<file path="config.mk">
export PLATFORM = sky130hd
export DESIGN_NAME = ptg_top
export DESIGN_NICKNAME = d
export VERILOG_FILES = /design/src/ptg_pkg.sv /design/src/ptg_cfg_if.sv /design/src/ptg_frame_timer.sv /design/src/ptg_top.sv
export SDC_FILE = /design/constraint.sdc
export NUM_CORES = 1
export LEC_CHECK = 0
export ABC_AREA = 1
export ABC_CLOCK_PERIOD_IN_PS = 4600
export BUFFER_PORTS_ARGS = -buffer_cell sky130_fd_sc_hd__buf_2
export CAP_MARGIN = 20
export CORE_UTILIZATION = 60
export CTS_CLUSTER_SIZE = 16
export DETAILED_ROUTE_END_ITERATION = 7
export PLACE_DENSITY_LB_ADDON = 0.15
export SLEW_MARGIN = 20
export SYNTH_ARGS = -nofsm -noshare
export SYNTH_HDL_FRONTEND = slang
export SYNTH_SLANG_ARGS = --single-unit
</file>
<file path="constraint.sdc">
create_clock -name mclk_i -period 4.6 [get_ports mclk_i]
set_clock_uncertainty 0.1 [all_clocks]
set_input_delay 0.46 -clock mclk_i [delete_from_list [all_inputs] [get_ports mclk_i]]
set_output_delay 0.46 -clock mclk_i [all_outputs]
set_load 0.05 [all_outputs]
</file>
<file path="src/ptg_pkg.sv">
// Purpose: Constants and types for the test pattern frame setup block
// Assumes: One clock, asynchronous active-low reset
// Notes: Indirect page 0 holds the pattern generator settings
// Summary of operation
// - Virtual channel bits 7:6 of packet identity go into every emitted packet.
// - Data type bits 5:0 go into emitted packets; reset code 0x24 (RGB888).
// - Active line length in bytes is 16 bits; resets to 0x07 high, 0x80 low.
// - All bars but the last span bar width bytes; resets 0x00 high, 0xF0 low.
// - Last colour bar fills the remaining bytes up to the active line length.
// - Active lines per frame come from a 16-bit setting; reset value is 480.
// - Total lines per frame include blanking; low byte resets to 0x0D.
// - Each 16-bit setting keeps its high byte at the lower offset.
// - Frames are produced only while the enable bit 0 of control is set.
// - Fixed-pattern select bit 7 clear gives colour bars, set gives fixed pattern.
// - Registers reached through block select, offset and data; auto-increment advances offset.
package ptg_pkg;

	// Main register space window
	localparam logic [7:0] MAIN_BLOCK_SELECT = 8'hb0;
	localparam logic [7:0] MAIN_OFFSET = 8'hb1;
	localparam logic [7:0] MAIN_DATA_PORT = 8'hb2;
	localparam int SEL_AUTO_INC_BIT = 1;
	localparam int SEL_PAGE_MSB = 5;
	localparam int SEL_PAGE_LSB = 2;
	localparam logic [3:0] PAGE_PATTERN = 4'h0;
	localparam logic [7:0] BLOCK_SELECT_RESET = 8'h00;
	localparam logic [7:0] OFFSET_RESET = 8'h00;

	// Indirect page 0 offsets
	localparam logic [7:0] IND_CONTROL = 8'h01;
	localparam logic [7:0] IND_CONFIG = 8'h02;
	localparam logic [7:0] IND_PACKET_IDENTITY = 8'h03;
	localparam logic [7:0] IND_LINE_LENGTH_HIGH = 8'h04;
	localparam logic [7:0] IND_LINE_LENGTH_LOW = 8'h05;
	localparam logic [7:0] IND_BAR_WIDTH_HIGH = 8'h06;
	localparam logic [7:0] IND_BAR_WIDTH_LOW = 8'h07;
	localparam logic [7:0] IND_ACTIVE_LINES_HIGH = 8'h08;
	localparam logic [7:0] IND_ACTIVE_LINES_LOW = 8'h09;
	localparam logic [7:0] IND_TOTAL_LINES_HIGH = 8'h0a;
	localparam logic [7:0] IND_TOTAL_LINES_LOW = 8'h0b;

	// Field positions
	localparam int GEN_ON_BIT = 0;
	localparam int FIXED_SELECT_BIT = 7;
	localparam int BAR_CODE_MSB = 5;
	localparam int BAR_CODE_LSB = 4;
	localparam int BLOCK_SIZE_MSB = 3;
	localparam int BLOCK_SIZE_LSB = 0;
	localparam int VC_MSB = 7;
	localparam int VC_LSB = 6;
	localparam int DT_MSB = 5;
	localparam int DT_LSB = 0;

	// Reset values
	localparam logic [7:0] CONTROL_RESET = 8'h00;
	localparam logic [7:0] CONFIG_RESET = 8'h33;
	localparam logic [7:0] PACKET_IDENTITY_RESET = 8'h24;
	localparam logic [7:0] LINE_LENGTH_HIGH_RESET = 8'h07;
	localparam logic [7:0] LINE_LENGTH_LOW_RESET = 8'h80;
	localparam logic [7:0] BAR_WIDTH_HIGH_RESET = 8'h00;
	localparam logic [7:0] BAR_WIDTH_LOW_RESET = 8'hf0;
	localparam logic [7:0] ACTIVE_LINES_HIGH_RESET = 8'h01;
	localparam logic [7:0] ACTIVE_LINES_LOW_RESET = 8'he0;
	localparam logic [7:0] TOTAL_LINES_HIGH_RESET = 8'h02;
	localparam logic [7:0] TOTAL_LINES_LOW_RESET = 8'h0d;

	// Counter constants
	localparam logic [15:0] COUNT_ONE = 16'h0001;
	localparam logic [15:0] COUNT_ZERO = 16'h0000;

	typedef enum logic [1:0] {
		PTG_IDLE = 2'b00,
		PTG_ACTIVE = 2'b01,
		PTG_BLANK = 2'b10
	} ptg_state_t;

endpackage

</file>
<file path="src/ptg_cfg_if.sv">
// Purpose: Settings carried from the register window to the frame timer
// Assumes: All fields are register outputs of the window
// Notes: None
`timescale 1ns/1ps
interface ptg_cfg_if;
	logic generator_on;
	logic fixed_pattern_select;
	logic [1:0] bar_count_code;
	logic [3:0] block_size;
	logic [15:0] active_line_bytes;
	logic [15:0] bar_width_bytes;
	logic [15:0] active_lines_per_frame;
	logic [15:0] total_lines_per_frame;

	modport regs (
		output generator_on, fixed_pattern_select, bar_count_code, block_size,
		output active_line_bytes, bar_width_bytes, active_lines_per_frame, total_lines_per_frame
	);
	modport timer (
		input generator_on, fixed_pattern_select, bar_count_code, block_size,
		input active_line_bytes, bar_width_bytes, active_lines_per_frame, total_lines_per_frame
	);
endinterface

</file>
<file path="src/ptg_frame_timer.sv">
// Purpose: Line, bar and frame counting for the pattern stream
// Assumes: Settings are stable while a frame runs
// Notes: Zero line length, active line count and block size are treated as one
`timescale 1ns/1ps
module ptg_frame_timer (
	// Clock and reset
	input wire logic mclk_i,
	input wire logic reset_n_i,
	// Settings
	ptg_cfg_if.timer cfg,
	// Stream to transmit path
	input wire logic pix_ready_i,
	output logic pix_valid_o,
	output logic [3:0] pix_sel_o,
	output logic line_start_o,
	output logic line_end_o,
	output logic frame_start_o,
	output logic frame_end_o,
	output logic busy_o
);

	function automatic logic [15:0] at_least_one(input logic [15:0] v);
		at_least_one = (v == ptg_pkg::COUNT_ZERO) ? ptg_pkg::COUNT_ONE : v;
	endfunction

	function automatic logic [2:0] last_bar(input logic [1:0] code);
		case (code)
			2'b00: last_bar = 3'd0;
			2'b01: last_bar = 3'd1;
			2'b10: last_bar = 3'd3;
			default: last_bar = 3'd7;
		endcase
	endfunction

	ptg_pkg::ptg_state_t state_q, state_d;
	logic [15:0] byte_q, byte_d;
	logic [15:0] line_q, line_d;
	logic [15:0] bar_fill_q, bar_fill_d;
	logic [2:0] bar_q, bar_d;
	logic [3:0] blk_q, blk_d;
	logic [3:0] sel_q, sel_d;
	logic frame_end_q, frame_end_d;
	logic last_byte;
	logic [15:0] line_next;
	logic [3:0] blk_last;

	assign last_byte = (byte_q == 16'(at_least_one(cfg.active_line_bytes) - ptg_pkg::COUNT_ONE));
	assign line_next = 16'(line_q + ptg_pkg::COUNT_ONE);
	assign blk_last = (cfg.block_size == 4'h0) ? 4'h0 : 4'(cfg.block_size - 4'h1);

	always_comb begin
		state_d = state_q;
		byte_d = byte_q;
		line_d = line_q;
		bar_fill_d = bar_fill_q;
		bar_d = bar_q;
		blk_d = blk_q;
		frame_end_d = 1'b0;
		case (state_q)
			ptg_pkg::PTG_IDLE: begin
				byte_d = ptg_pkg::COUNT_ZERO;
				line_d = ptg_pkg::COUNT_ZERO;
				bar_fill_d = ptg_pkg::COUNT_ZERO;
				bar_d = 3'd0;
				blk_d = 4'h0;
				if (cfg.generator_on) begin
					state_d = ptg_pkg::PTG_ACTIVE;
				end
			end
			ptg_pkg::PTG_ACTIVE: begin
				if (!cfg.generator_on) begin
					state_d = ptg_pkg::PTG_IDLE;
				end else if (pix_ready_i) begin
					if (last_byte) begin
						byte_d = ptg_pkg::COUNT_ZERO;
						bar_fill_d = ptg_pkg::COUNT_ZERO;
						bar_d = 3'd0;
						blk_d = 4'h0;
						if (line_next >= at_least_one(cfg.active_lines_per_frame)) begin
							if (cfg.total_lines_per_frame > line_next) begin
								state_d = ptg_pkg::PTG_BLANK;
								line_d = line_next;
							end else begin
								line_d = ptg_pkg::COUNT_ZERO;
								frame_end_d = 1'b1;
							end
						end else begin
							line_d = line_next;
						end
					end else begin
						byte_d = 16'(byte_q + ptg_pkg::COUNT_ONE);
						// Last bar keeps counting to line end
						if (bar_fill_q == 16'(cfg.bar_width_bytes - ptg_pkg::COUNT_ONE) &&
							bar_q != last_bar(cfg.bar_count_code)) begin
							bar_d = 3'(bar_q + 3'd1);
							bar_fill_d = ptg_pkg::COUNT_ZERO;
						end else begin
							bar_fill_d = 16'(bar_fill_q + ptg_pkg::COUNT_ONE);
						end
						blk_d = (blk_q >= blk_last) ? 4'h0 : 4'(blk_q + 4'h1);
					end
				end
			end
			ptg_pkg::PTG_BLANK: begin
				if (!cfg.generator_on) begin
					state_d = ptg_pkg::PTG_IDLE;
				end else if (last_byte) begin
					byte_d = ptg_pkg::COUNT_ZERO;
					if (line_next >= cfg.total_lines_per_frame) begin
						line_d = ptg_pkg::COUNT_ZERO;
						frame_end_d = 1'b1;
						state_d = ptg_pkg::PTG_ACTIVE;
					end else begin
						line_d = line_next;
					end
				end else begin
					byte_d = 16'(byte_q + ptg_pkg::COUNT_ONE);
				end
			end
			default: begin
				state_d = ptg_pkg::PTG_IDLE;
			end
		endcase
		sel_d = cfg.fixed_pattern_select ? blk_d : {1'b0, bar_d};
	end

	always_ff @(posedge mclk_i or negedge reset_n_i) begin
		if (!reset_n_i) begin
			state_q <= ptg_pkg::PTG_IDLE;
			byte_q <= ptg_pkg::COUNT_ZERO;
			line_q <= ptg_pkg::COUNT_ZERO;
			bar_fill_q <= ptg_pkg::COUNT_ZERO;
			bar_q <= 3'd0;
			blk_q <= 4'h0;
			sel_q <= 4'h0;
			frame_end_q <= 1'b0;
		end else begin
			state_q <= state_d;
			byte_q <= byte_d;
			line_q <= line_d;
			bar_fill_q <= bar_fill_d;
			bar_q <= bar_d;
			blk_q <= blk_d;
			sel_q <= sel_d;
			frame_end_q <= frame_end_d;
		end
	end

	assign pix_valid_o = (state_q == ptg_pkg::PTG_ACTIVE) && cfg.generator_on;
	assign pix_sel_o = sel_q;
	assign line_start_o = pix_valid_o && (byte_q == ptg_pkg::COUNT_ZERO);
	assign line_end_o = pix_valid_o && last_byte;
	assign frame_start_o = line_start_o && (line_q == ptg_pkg::COUNT_ZERO);
	assign frame_end_o = frame_end_q;
	assign busy_o = (state_q != ptg_pkg::PTG_IDLE);

endmodule

</file>
<file path="src/ptg_top.sv">
// Purpose: Indirect register window and frame setup for the test pattern generator
// Assumes: Main register accesses arrive as one-cycle strobes from the control port
// Notes: Read data appear one cycle after the read strobe
`timescale 1ns/1ps
module ptg_top (
	// Clock and reset
	input wire logic mclk_i,
	input wire logic reset_n_i,
	// Main register space access
	input wire logic [7:0] reg_addr_i,
	input wire logic reg_wr_i,
	input wire logic reg_rd_i,
	input wire logic [7:0] reg_wdata_i,
	output logic [7:0] reg_rdata_o,
	// Packet identity to transmit path
	output logic [1:0] virtual_channel_o,
	output logic [5:0] data_type_o,
	// Pattern stream to transmit path
	input wire logic pix_ready_i,
	output logic pix_valid_o,
	output logic [3:0] pix_sel_o,
	output logic fixed_pattern_o,
	output logic line_start_o,
	output logic line_end_o,
	output logic frame_start_o,
	output logic frame_end_o,
	output logic busy_o
);

	ptg_cfg_if cfg_bus ();

	logic [7:0] block_sel_q, block_sel_d;
	logic [7:0] offset_q, offset_d;
	logic [7:0] rdata_q, rdata_d;
	logic [7:0] control_q, control_d;
	logic [7:0] config_q, config_d;
	logic [7:0] identity_q, identity_d;
	logic [7:0] line_hi_q, line_hi_d;
	logic [7:0] line_lo_q, line_lo_d;
	logic [7:0] bar_hi_q, bar_hi_d;
	logic [7:0] bar_lo_q, bar_lo_d;
	logic [7:0] act_hi_q, act_hi_d;
	logic [7:0] act_lo_q, act_lo_d;
	logic [7:0] tot_hi_q, tot_hi_d;
	logic [7:0] tot_lo_q, tot_lo_d;
	logic page_hit;
	logic data_wr;
	logic data_rd;
	logic [7:0] ind_rdata;

	assign page_hit = (block_sel_q[ptg_pkg::SEL_PAGE_MSB:ptg_pkg::SEL_PAGE_LSB] == ptg_pkg::PAGE_PATTERN);
	assign data_wr = reg_wr_i && (reg_addr_i == ptg_pkg::MAIN_DATA_PORT);
	assign data_rd = reg_rd_i && !reg_wr_i && (reg_addr_i == ptg_pkg::MAIN_DATA_PORT);

	// Indirect read mux, high byte at lower offset
	always_comb begin
		ind_rdata = 8'h00;
		if (page_hit) begin
			case (offset_q)
				ptg_pkg::IND_CONTROL: ind_rdata = control_q;
				ptg_pkg::IND_CONFIG: ind_rdata = config_q;
				ptg_pkg::IND_PACKET_IDENTITY: ind_rdata = identity_q;
				ptg_pkg::IND_LINE_LENGTH_HIGH: ind_rdata = line_hi_q;
				ptg_pkg::IND_LINE_LENGTH_LOW: ind_rdata = line_lo_q;
				ptg_pkg::IND_BAR_WIDTH_HIGH: ind_rdata = bar_hi_q;
				ptg_pkg::IND_BAR_WIDTH_LOW: ind_rdata = bar_lo_q;
				ptg_pkg::IND_ACTIVE_LINES_HIGH: ind_rdata = act_hi_q;
				ptg_pkg::IND_ACTIVE_LINES_LOW: ind_rdata = act_lo_q;
				ptg_pkg::IND_TOTAL_LINES_HIGH: ind_rdata = tot_hi_q;
				ptg_pkg::IND_TOTAL_LINES_LOW: ind_rdata = tot_lo_q;
				default: ind_rdata = 8'h00;
			endcase
		end
	end

	// Window and indirect register next values
	always_comb begin
		block_sel_d = block_sel_q;
		offset_d = offset_q;
		rdata_d = rdata_q;
		control_d = control_q;
		config_d = config_q;
		identity_d = identity_q;
		line_hi_d = line_hi_q;
		line_lo_d = line_lo_q;
		bar_hi_d = bar_hi_q;
		bar_lo_d = bar_lo_q;
		act_hi_d = act_hi_q;
		act_lo_d = act_lo_q;
		tot_hi_d = tot_hi_q;
		tot_lo_d = tot_lo_q;
		if (reg_wr_i && reg_addr_i == ptg_pkg::MAIN_BLOCK_SELECT) begin
			block_sel_d = reg_wdata_i;
		end
		if (reg_wr_i && reg_addr_i == ptg_pkg::MAIN_OFFSET) begin
			offset_d = reg_wdata_i;
		end
		if (data_wr && page_hit) begin
			case (offset_q)
				ptg_pkg::IND_CONTROL: control_d = reg_wdata_i;
				ptg_pkg::IND_CONFIG: config_d = reg_wdata_i;
				ptg_pkg::IND_PACKET_IDENTITY: identity_d = reg_wdata_i;
				ptg_pkg::IND_LINE_LENGTH_HIGH: line_hi_d = reg_wdata_i;
				ptg_pkg::IND_LINE_LENGTH_LOW: line_lo_d = reg_wdata_i;
				ptg_pkg::IND_BAR_WIDTH_HIGH: bar_hi_d = reg_wdata_i;
				ptg_pkg::IND_BAR_WIDTH_LOW: bar_lo_d = reg_wdata_i;
				ptg_pkg::IND_ACTIVE_LINES_HIGH: act_hi_d = reg_wdata_i;
				ptg_pkg::IND_ACTIVE_LINES_LOW: act_lo_d = reg_wdata_i;
				ptg_pkg::IND_TOTAL_LINES_HIGH: tot_hi_d = reg_wdata_i;
				ptg_pkg::IND_TOTAL_LINES_LOW: tot_lo_d = reg_wdata_i;
				default: control_d = control_q;
			endcase
		end
		if ((data_wr || data_rd) && block_sel_q[ptg_pkg::SEL_AUTO_INC_BIT]) begin
			offset_d = 8'(offset_q + 8'h01);
		end
		if (reg_rd_i) begin
			case (reg_addr_i)
				ptg_pkg::MAIN_BLOCK_SELECT: rdata_d = block_sel_q;
				ptg_pkg::MAIN_OFFSET: rdata_d = offset_q;
				ptg_pkg::MAIN_DATA_PORT: rdata_d = ind_rdata;
				default: rdata_d = 8'h00;
			endcase
		end
	end

	always_ff @(posedge mclk_i or negedge reset_n_i) begin
		if (!reset_n_i) begin
			block_sel_q <= ptg_pkg::BLOCK_SELECT_RESET;
			offset_q <= ptg_pkg::OFFSET_RESET;
			rdata_q <= 8'h00;
			control_q <= ptg_pkg::CONTROL_RESET;
			config_q <= ptg_pkg::CONFIG_RESET;
			identity_q <= ptg_pkg::PACKET_IDENTITY_RESET;
			line_hi_q <= ptg_pkg::LINE_LENGTH_HIGH_RESET;
			line_lo_q <= ptg_pkg::LINE_LENGTH_LOW_RESET;
			bar_hi_q <= ptg_pkg::BAR_WIDTH_HIGH_RESET;
			bar_lo_q <= ptg_pkg::BAR_WIDTH_LOW_RESET;
			act_hi_q <= ptg_pkg::ACTIVE_LINES_HIGH_RESET;
			act_lo_q <= ptg_pkg::ACTIVE_LINES_LOW_RESET;
			tot_hi_q <= ptg_pkg::TOTAL_LINES_HIGH_RESET;
			tot_lo_q <= ptg_pkg::TOTAL_LINES_LOW_RESET;
		end else begin
			block_sel_q <= block_sel_d;
			offset_q <= offset_d;
			rdata_q <= rdata_d;
			control_q <= control_d;
			config_q <= config_d;
			identity_q <= identity_d;
			line_hi_q <= line_hi_d;
			line_lo_q <= line_lo_d;
			bar_hi_q <= bar_hi_d;
			bar_lo_q <= bar_lo_d;
			act_hi_q <= act_hi_d;
			act_lo_q <= act_lo_d;
			tot_hi_q <= tot_hi_d;
			tot_lo_q <= tot_lo_d;
		end
	end

	// Settings to the timer
	assign cfg_bus.generator_on = control_q[ptg_pkg::GEN_ON_BIT];
	assign cfg_bus.fixed_pattern_select = config_q[ptg_pkg::FIXED_SELECT_BIT];
	assign cfg_bus.bar_count_code = config_q[ptg_pkg::BAR_CODE_MSB:ptg_pkg::BAR_CODE_LSB];
	assign cfg_bus.block_size = config_q[ptg_pkg::BLOCK_SIZE_MSB:ptg_pkg::BLOCK_SIZE_LSB];
	assign cfg_bus.active_line_bytes = {line_hi_q, line_lo_q};
	assign cfg_bus.bar_width_bytes = {bar_hi_q, bar_lo_q};
	assign cfg_bus.active_lines_per_frame = {act_hi_q, act_lo_q};
	assign cfg_bus.total_lines_per_frame = {tot_hi_q, tot_lo_q};

	ptg_frame_timer u_timer (
		.mclk_i(mclk_i),
		.reset_n_i(reset_n_i),
		.cfg(cfg_bus.timer),
		.pix_ready_i(pix_ready_i),
		.pix_valid_o(pix_valid_o),
		.pix_sel_o(pix_sel_o),
		.line_start_o(line_start_o),
		.line_end_o(line_end_o),
		.frame_start_o(frame_start_o),
		.frame_end_o(frame_end_o),
		.busy_o(busy_o)
	);

	assign reg_rdata_o = rdata_q;
	assign virtual_channel_o = identity_q[ptg_pkg::VC_MSB:ptg_pkg::VC_LSB];
	assign data_type_o = identity_q[ptg_pkg::DT_MSB:ptg_pkg::DT_LSB];
	assign fixed_pattern_o = config_q[ptg_pkg::FIXED_SELECT_BIT];

endmodule

</file>
==> impl_metrics.yaml, run 1 <==
clock_network:
  clockBufferDepth: 2
  clock_sinks: 174
  insertion_delay_ns: 0.45
  cts_tree: "built"
  cts-buffers-inserted: 17
  ctsHtreeMaxLevel: 4
  postCtsSetupBuffers: 0
  root_buffer: "clkbuf_16"
  clk_pin_slew_ns: 0.08
critical_path:
  start_kind: "flip-flop"
  max_stage_delay_ns: 0.46
  crit_chain: "ha_1 > nand4_1 > nor2_1 > inv_1 > nor3_2 > nand4_1 > nor3_1 > xor2_1 > ha_1 > nand2_1 > inv_1 > nand3_1 > inv_1 > a21oi_1 > nand2_1 > a21oi_1 > nand2_1 > nand2_1 > nand3_1 > o21ai_2"
  cp_data_required_time_ns: 4.87
  crit_top_cell: "nand2_1"
  crit_buf_inv: 3
  path_class: "reg2reg"
  crit_family: "simple AND/OR/NAND/NOR gates"
  critPathCaptureType: "flip-flop"
  critPathSlowestCell: "nand2_1"
  cp.arrival_ns: 4.35
  critical_path.max_fanout: 16
sta:
  rsz0062_at_grt: "no"
  hold_viol_final: 0
  whs_ns: 0.220
  fin_crit_ns: 4.08
  tns_ns: 0
  max_freq_ghz: 0.245
  period_share_pct: 88.6
  worstMarginPinSlew_ns: 0.792
  report.final.slew_viol_count: 0
  setup_viol: 0
  relSlewSlack_pct: 47.2
final_layout:
  antennaDiodeCount: 0
  drive_gt1_share_pct: 11.6
  largestRegisters: "u_timer.bar_fill_q: 16 flops, u_timer.byte_q: 16 flops, u_timer.line_q: 16 flops"
  syn_to_final_growth_pct: 8.68
  multiInputGateArea_um2: 6060
  seq_area_um2: 4380
  final_nets: 1659
  fillers: 1619
logic_synthesis:
  syn-num-nets: 1622
  synth_flop_cell: "dfrtp_1"
  syn_inst: 1548
  synth_warnings: 0
  ys_async_sr_fraction_pct: 100
  ys_types: 53
  ys_ff_latch: 174
  synth_edf_count: 0
  synth.cell_area_um2: 11400
  syn_area_per_cell_um2: 7.37
  ys_seq_area_share_pct: 38.4
placement:
  dp_hpwl_um: 22200
  place_congestion: 0.969
  portBuffers: 47
floorplan:
  fp-row-count: 50
  core_um2: 18700
  fp.dieW_um: 140
  die-area_um2: 19600
  initial_utilization_pct: 61.0
  dieHeight_um: 140
  ios: 48
global_routing:
  grt_antenna_before_repair: 0
  grt_overflow: 0
  grt_pass1_vias: 9665
  grt_pass1_wl_um: 49300
  grt_usage_pct: 32.2
  grt_start_max_net_pins: 83
run:
  cap_violations: 0
power_and_ir_drop:
  total_power_mw: 3.09
  vdd_drop_max_v: 0.000309
  p_leak_nw: 6.06
  cellPowerDensity_nw_per_um2: 249
drt:
  drc_errors: 0
  wl_per_cell_um: 16.7
  drtIter0Drc: 1084
  routed_wl_um: 30500
  final_antenna_net_count: 0
  vias: 10500
  routed_via_density: 5.75
  dr.pass1.iters: 5
run_status:
  status: "finished clean"
min_path:
  hold_path.class: "in2reg"
placed cells by master, fill, tap and decap left out, types with 3 or more instances in the layout:
master / count
inv_2: 5
xor2_1: 38
o21ai_0: 160
inv_6: 4
inv_1: 209
o21bai_1: 3
nor4_1: 10
or2_2: 3
buf_4: 4
o21ai_1: 6
o21ai_2: 16
nor2_1: 110
a221oi_1: 20
buf_2: 46
a21oi_1: 36
nand2_4: 4
nand3b_1: 4
o221ai_1: 3
nor2_4: 4
ha_1: 53
nand2_1: 405
clkinvlp_4: 4
nor3b_1: 7
nand2_2: 19
xnor2_1: 11
nand4_1: 23
dfstp_2: 22
nor2_2: 6
clkbuf_16: 17
clkinv_1: 3
dfrtp_1: 152
o22ai_1: 12
nor3_2: 12
nor3_1: 22
nand3_1: 110
worst register-to-register path: cells and delay by family (launching register included):
kind | cells | cell delay [ns]
fa+ha+maj | 2 | 0.53
simple gates | 11 | 1.98
buf+inv | 3 | 0.16
compound gates | 3 | 0.53
flops | 1 | 0.42
xor+xnor | 1 | 0.30
metal layers:
layer / GRT usage (%) / share of wire, % / vias to the layer above
li1: - / - / 5141
met3: 5.09 / 6.8 / 49
met1: 45.9 / 46 / 4961
met5: 0 / 0 / -
met4: 8.85 / 1.8 / 0
met2: 50.9 / 46 / 382
logic make-up after synthesis:
logic type,Yosys count,synth area share (%)
and+or+nand+nor,750,29.8
AOI/OAI and AO/OA,271,13.8
buffers and inverters,251,8.48
DFF,174,38.4
adders and majority gates,53,5.81
xor gates and xnor gates,49,3.76
stage by stage:
step / setup slack (ns) / util [%] / area, um^2 / std cells
finish: 0.524 / 66.3 / 12400 / 1832
global route: 0.00403 / 66.3 / 12400 / 1832
CTS: 0.545 / 66.3 / 12400 / 1832
detailed placement: 0.587 / 63.2 / 11800 / 1799
global placement: 0.765 / 63.2 / 11800 / 1799
floorplan: 1.12 / - / 11400 / 1548
cell type report:
cell class | instances | area share, %
Multi-Input combinational cell | 1123 | 48.9
Tap cell | 234 | 2.36
Clock buffer | 19 | 3.57
Clock inverter | 13 | 1.03
Sequential cell | 174 | 35.3
Timing Repair Buffer | 52 | 2.27
Inverter | 217 | 6.57
Yosys cell counts, drive strengths merged (4+ instances only):
cell / n / area share [%]
a221oi: 20 / 1.5
nand3: 113 / 5.2
nor3: 34 / 2.0
dfrtp: 152 / 33
clkbuf: 28 / 0.92
a21oi: 37 / 1.7
buf: 6 / 0.43
ha: 53 / 5.8
o21ai: 182 / 8.5
nand4: 25 / 1.5
nand3b: 5 / 0.36
xor2: 38 / 2.9
o22ai: 12 / 0.66
dfstp: 22 / 5.1
nand2: 429 / 15
xnor2: 11 / 0.84
nor4: 10 / 0.55
nor3b: 7 / 0.46
nor2: 121 / 4.5
o21bai: 4 / 0.30
inv: 214 / 7.0
path summary, 6_finish.rpt:
check / start / to / slack [ns] / cells after the start
max: u_timer.line_q[0]$_DFFE_PN0P_ / u_timer.line_q[1]$_DFFE_PN0P_ / 0.52 / 20
min: reg_rd_i / reg_rdata_o[4]$_DFFE_PN0P_ / 0.22 / 3
max reg2reg: u_timer.line_q[0]$_DFFE_PN0P_ / u_timer.line_q[1]$_DFFE_PN0P_ / 0.52 / 20
min reg2reg: reg_rdata_o[4]$_DFFE_PN0P_ / reg_rdata_o[4]$_DFFE_PN0P_ / 0.38 / 2
max in group asynchronous: reset_n_i / config_q[5]$_DFFE_PN1P_ / 2.90 / 3
min in group asynchronous: reset_n_i / u_timer.state_q[1]$_DFFE_PN0P_ / 0.51 / 2
timing repair:
action	4_1_cts	5_1_grt
resized for setup	0	0
hold endpoints to repair	13	0
setup endpoints to repair	0	0
hold buffers	1	0
where the power goes:
| part | switching (mW) | internal, mW |
|---|---|---|
| clock | 0.673 | 0.772 |
| combinational | 0.0789 | 0.0204 |
| sequential | 0.00964 | 1.54 |
(Power assumes the default switching activity.)
==> run 2, diff against run 1 <==
Settings changed: ABC_AREA 1 to unset.
==> run 2 against run 1 <==
  * Sequential power barely moved
  * Count of clock-buffer cells in the layout rose by 1
  * Design area fell by 3.6%
  * Clock power rose by 8%
  * Synthesized cell count fell by 29%
  * Critical path type unchanged
  * Maximum frequency fell by 6.6%
  * Critical endpoint is now u_timer.pix_sel_o[0]$_DFF_PN0_
  * Via count fell by 13%
  * Combinational power rose to 4.8 times the previous value
  * Power rose by 16%
  * Final cell count fell by 25%
  * Register-to-register slack got worse by 0.29 ns
  * Die area fell by 5.3%
==> impl_metrics.yaml, run 2 <==
floorplan:
  dieHeight_um: 136
  core_um2: 17400
  die-area_um2: 18500
  fp.dieW_um: 136
  ios: 48
  fp-row-count: 48
  initial_utilization_pct: 62.0
critical_path:
  crit_top_cell: "mux2_4"
  critPathSlowestCell: "or4b_1"
  crit_start: "line_lo_q[4]$_DFFE_PN0P_"
  regToRegStartpoint: "line_lo_q[4]$_DFFE_PN0P_"
  path_class: "reg2reg"
  cp_data_required_time_ns: 4.82
  critical_path.max_fanout: 11
  rrSetupSlack_ns: 0.24
  max_stage_delay_ns: 0.71
  crit_chain: "or4_1 > nor2_1 > a21oi_1 > ha_1 > o21ba_2 > a221oi_1 > a41oi_1 > a211o_1 > or4b_1 > and3_1 > mux2_4 > mux2_4"
  critPathCaptureType: "flip-flop"
  cp.arrival_ns: 4.58
  start_kind: "flip-flop"
final_layout:
  antennaDiodeCount: 0
  fillers: 1391
  seq_area_um2: 4380
  layout_common_cells: "151 x dfrtp_1, 97 x mux2_2, 79 x nand2_1, 75 x nor2_1, 70 x inv_1"
  fin_util_pct: 68.7
  multiInputGateArea_um2: 6030
  syn_to_final_growth_pct: 10.8
  final_nets: 1215
  largestRegisters: "u_timer.bar_fill_q: 16 flops, u_timer.byte_q: 16 flops, u_timer.line_q: 16 flops"
  final_common_cell: "dfrtp_1"
  drive_gt1_share_pct: 20.8
logic_synthesis:
  synth_flop_cell: "dfrtp_1"
  ys_ff_latch: 174
  synth_most_common_cell: "dfrtp_1"
  ys_top_cells_by_area: "dfrtp_1 35%, mux2_2 10%, ha_1 6.1%, dfstp_2 5.4%, xnor2_1 2.9%"
  syn-num-nets: 1172
  ys_async_sr_fraction_pct: 100
  synth.cell_area_um2: 10800
  ys_seq_area_share_pct: 40.6
  synthTopCellsByCount: "152 x dfrtp_1, 97 x mux2_2, 79 x nand2_1, 75 x nor2_1, 70 x inv_1"
  synth_top_cell_by_area: "dfrtp_1"
  syn_inst: 1098
  yosysTopAreaCellShare_pct: 35.2
  syn_area_per_cell_um2: 9.84
  synth_edf_count: 0
  synth_warnings: 0
  ys_types: 76
drt:
  drc_errors: 0
  dr.pass1.iters: 6
  final_antenna_net_count: 0
  routed_via_density: 6.62
  routed_wl_um: 29300
  wl_per_cell_um: 21.3
  drtIter0Drc: 839
  vias: 9131
clock_network:
  cts-buffers-inserted: 17
  clock_sinks: 174
  insertion_delay_ns: 0.44
  root_buffer: "clkbuf_16"
  cts_tree: "built"
  clockBufferDepth: 2
  clk_pin_slew_ns: 0.07
  postCtsSetupBuffers: 0
  ctsHtreeMaxLevel: 4
power_and_ir_drop:
  vdd_drop_max_v: 0.000303
  p_leak_nw: 5.57
  cellPowerDensity_nw_per_um2: 300
sta:
  period_share_pct: 94.8
  report.final.slew_viol_count: 0
  worstMarginPinSlew_ns: 0.995
  tns_ns: 0
  max_freq_ghz: 0.229
  setup_viol: 0
  whs_ns: 0.0550
  relSlewSlack_pct: 33.2
  rsz0062_at_grt: "no"
  fin_crit_ns: 4.36
  fin_ws_ns: 0.237
  hold_viol_final: 0
global_routing:
  grt_start_max_net_pins: 107
  grt_overflow: 0
  grt_antenna_before_repair: 0
  grt_usage_pct: 32.8
  grt_pass1_vias: 8635
  grt_pass1_wl_um: 46400
placement:
  place_congestion: 0.919
  pre_cts_slack_ns: 0.124
  portBuffers: 47
  dp_hpwl_um: 21200
run_status:
  status: "finished clean"
min_path:
  hold_path.class: "in2async"
run:
  cap_violations: 0
[run 2: final cells by class]
type / instances / share of cell area, %
clock inverters: 12 / 1.41
repair buffers: 66 / 3.31
inverters: 70 / 2.20
multi-input cells: 812 / 50.4
flip-flops and latches: 174 / 36.6
well taps: 225 / 2.35
clock buffers: 20 / 3.73
[run 2: per-layer routing]
metal / routed length (um) / track usage, % / part of all wire, % / up-vias
li1: - / - / - / 4202
met1: 13200 / 46.1 / 45 / 4446
met2: 13000 / 49.1 / 44 / 394
met3: 1870 / 5.56 / 6.4 / 89
met4: 1210 / 15.5 / 4.1 / 0
met5: 0 / 0 / 0 / -
[run 2: per-stage QoR]
stage	std cells	power (mW)	area, um^2
after CTS	1379	3.59	11900
after floorplan	1098	1.88	10800
after global placement	1347	2.05	11300
final	1379	3.59	12000
after detailed placement	1347	2.06	11300
after global routing	1379	3.71	12000
[run 2: repair_timing]
item | in CTS | in global routing
resized for setup | 0 | 8
hold buffers | 0 | 0
setup endpoints to repair | 0 | 19
[run 2: logic make-up (layout without fill, tap and decap cells)]
| family | count (synthesis) | in the layout | synth area share, % |
|---|---|---|---|
| muxes | 104 | 104 | 10.9 |
| adders and majority gates | 53 | 53 | 6.14 |
| xor gates and xnor gates | 66 | 66 | 5.35 |
| AOI/OAI and AO/OA | 241 | 241 | 16.4 |
| DFF | 174 | 174 | 40.6 |
| buffers and inverters | 112 | 168 | 3.95 |
| and+or+nand+nor | 348 | 348 | 16.7 |
[run 2: path summary, 6_finish.rpt]
kind                                                  endpoint  depth (start not counted)
worst min register to register        control_q[1]$_DFFE_PN0P_                          1
worst min-delay path            u_timer.pix_sel_o[2]$_DFF_PN0_                          1
worst max-delay path            u_timer.pix_sel_o[0]$_DFF_PN0_                         12
min in group mclk_i                 reg_rdata_o[5]$_DFFE_PN0P_                          2
worst max register to register  u_timer.pix_sel_o[0]$_DFF_PN0_                         12
max in group asynchronous              act_lo_q[7]$_DFFE_PN1P_                          2
[run 2: worst max-delay path: cells and delay by family (launching register included)]
family                     cells  cell delay (ns)
and+or+nand+nor                4             1.77
AOI/OAI and AO/OA              5             1.07
muxes                          2             0.53
DFF                            1             0.46
adders and majority gates      1             0.32
[run 2: where the power goes]
| part | total (mW) | switching, mW | internal [mW] | leakage (nW) |
|---|---|---|---|---|
| Sequential | 1.57 | 0.0225 | 1.55 | 2.34 |
| Combinational | 0.472 | 0.333 | 0.139 | 2.94 |
| Clock | 1.55 | 0.661 | 0.886 | 0.300 |
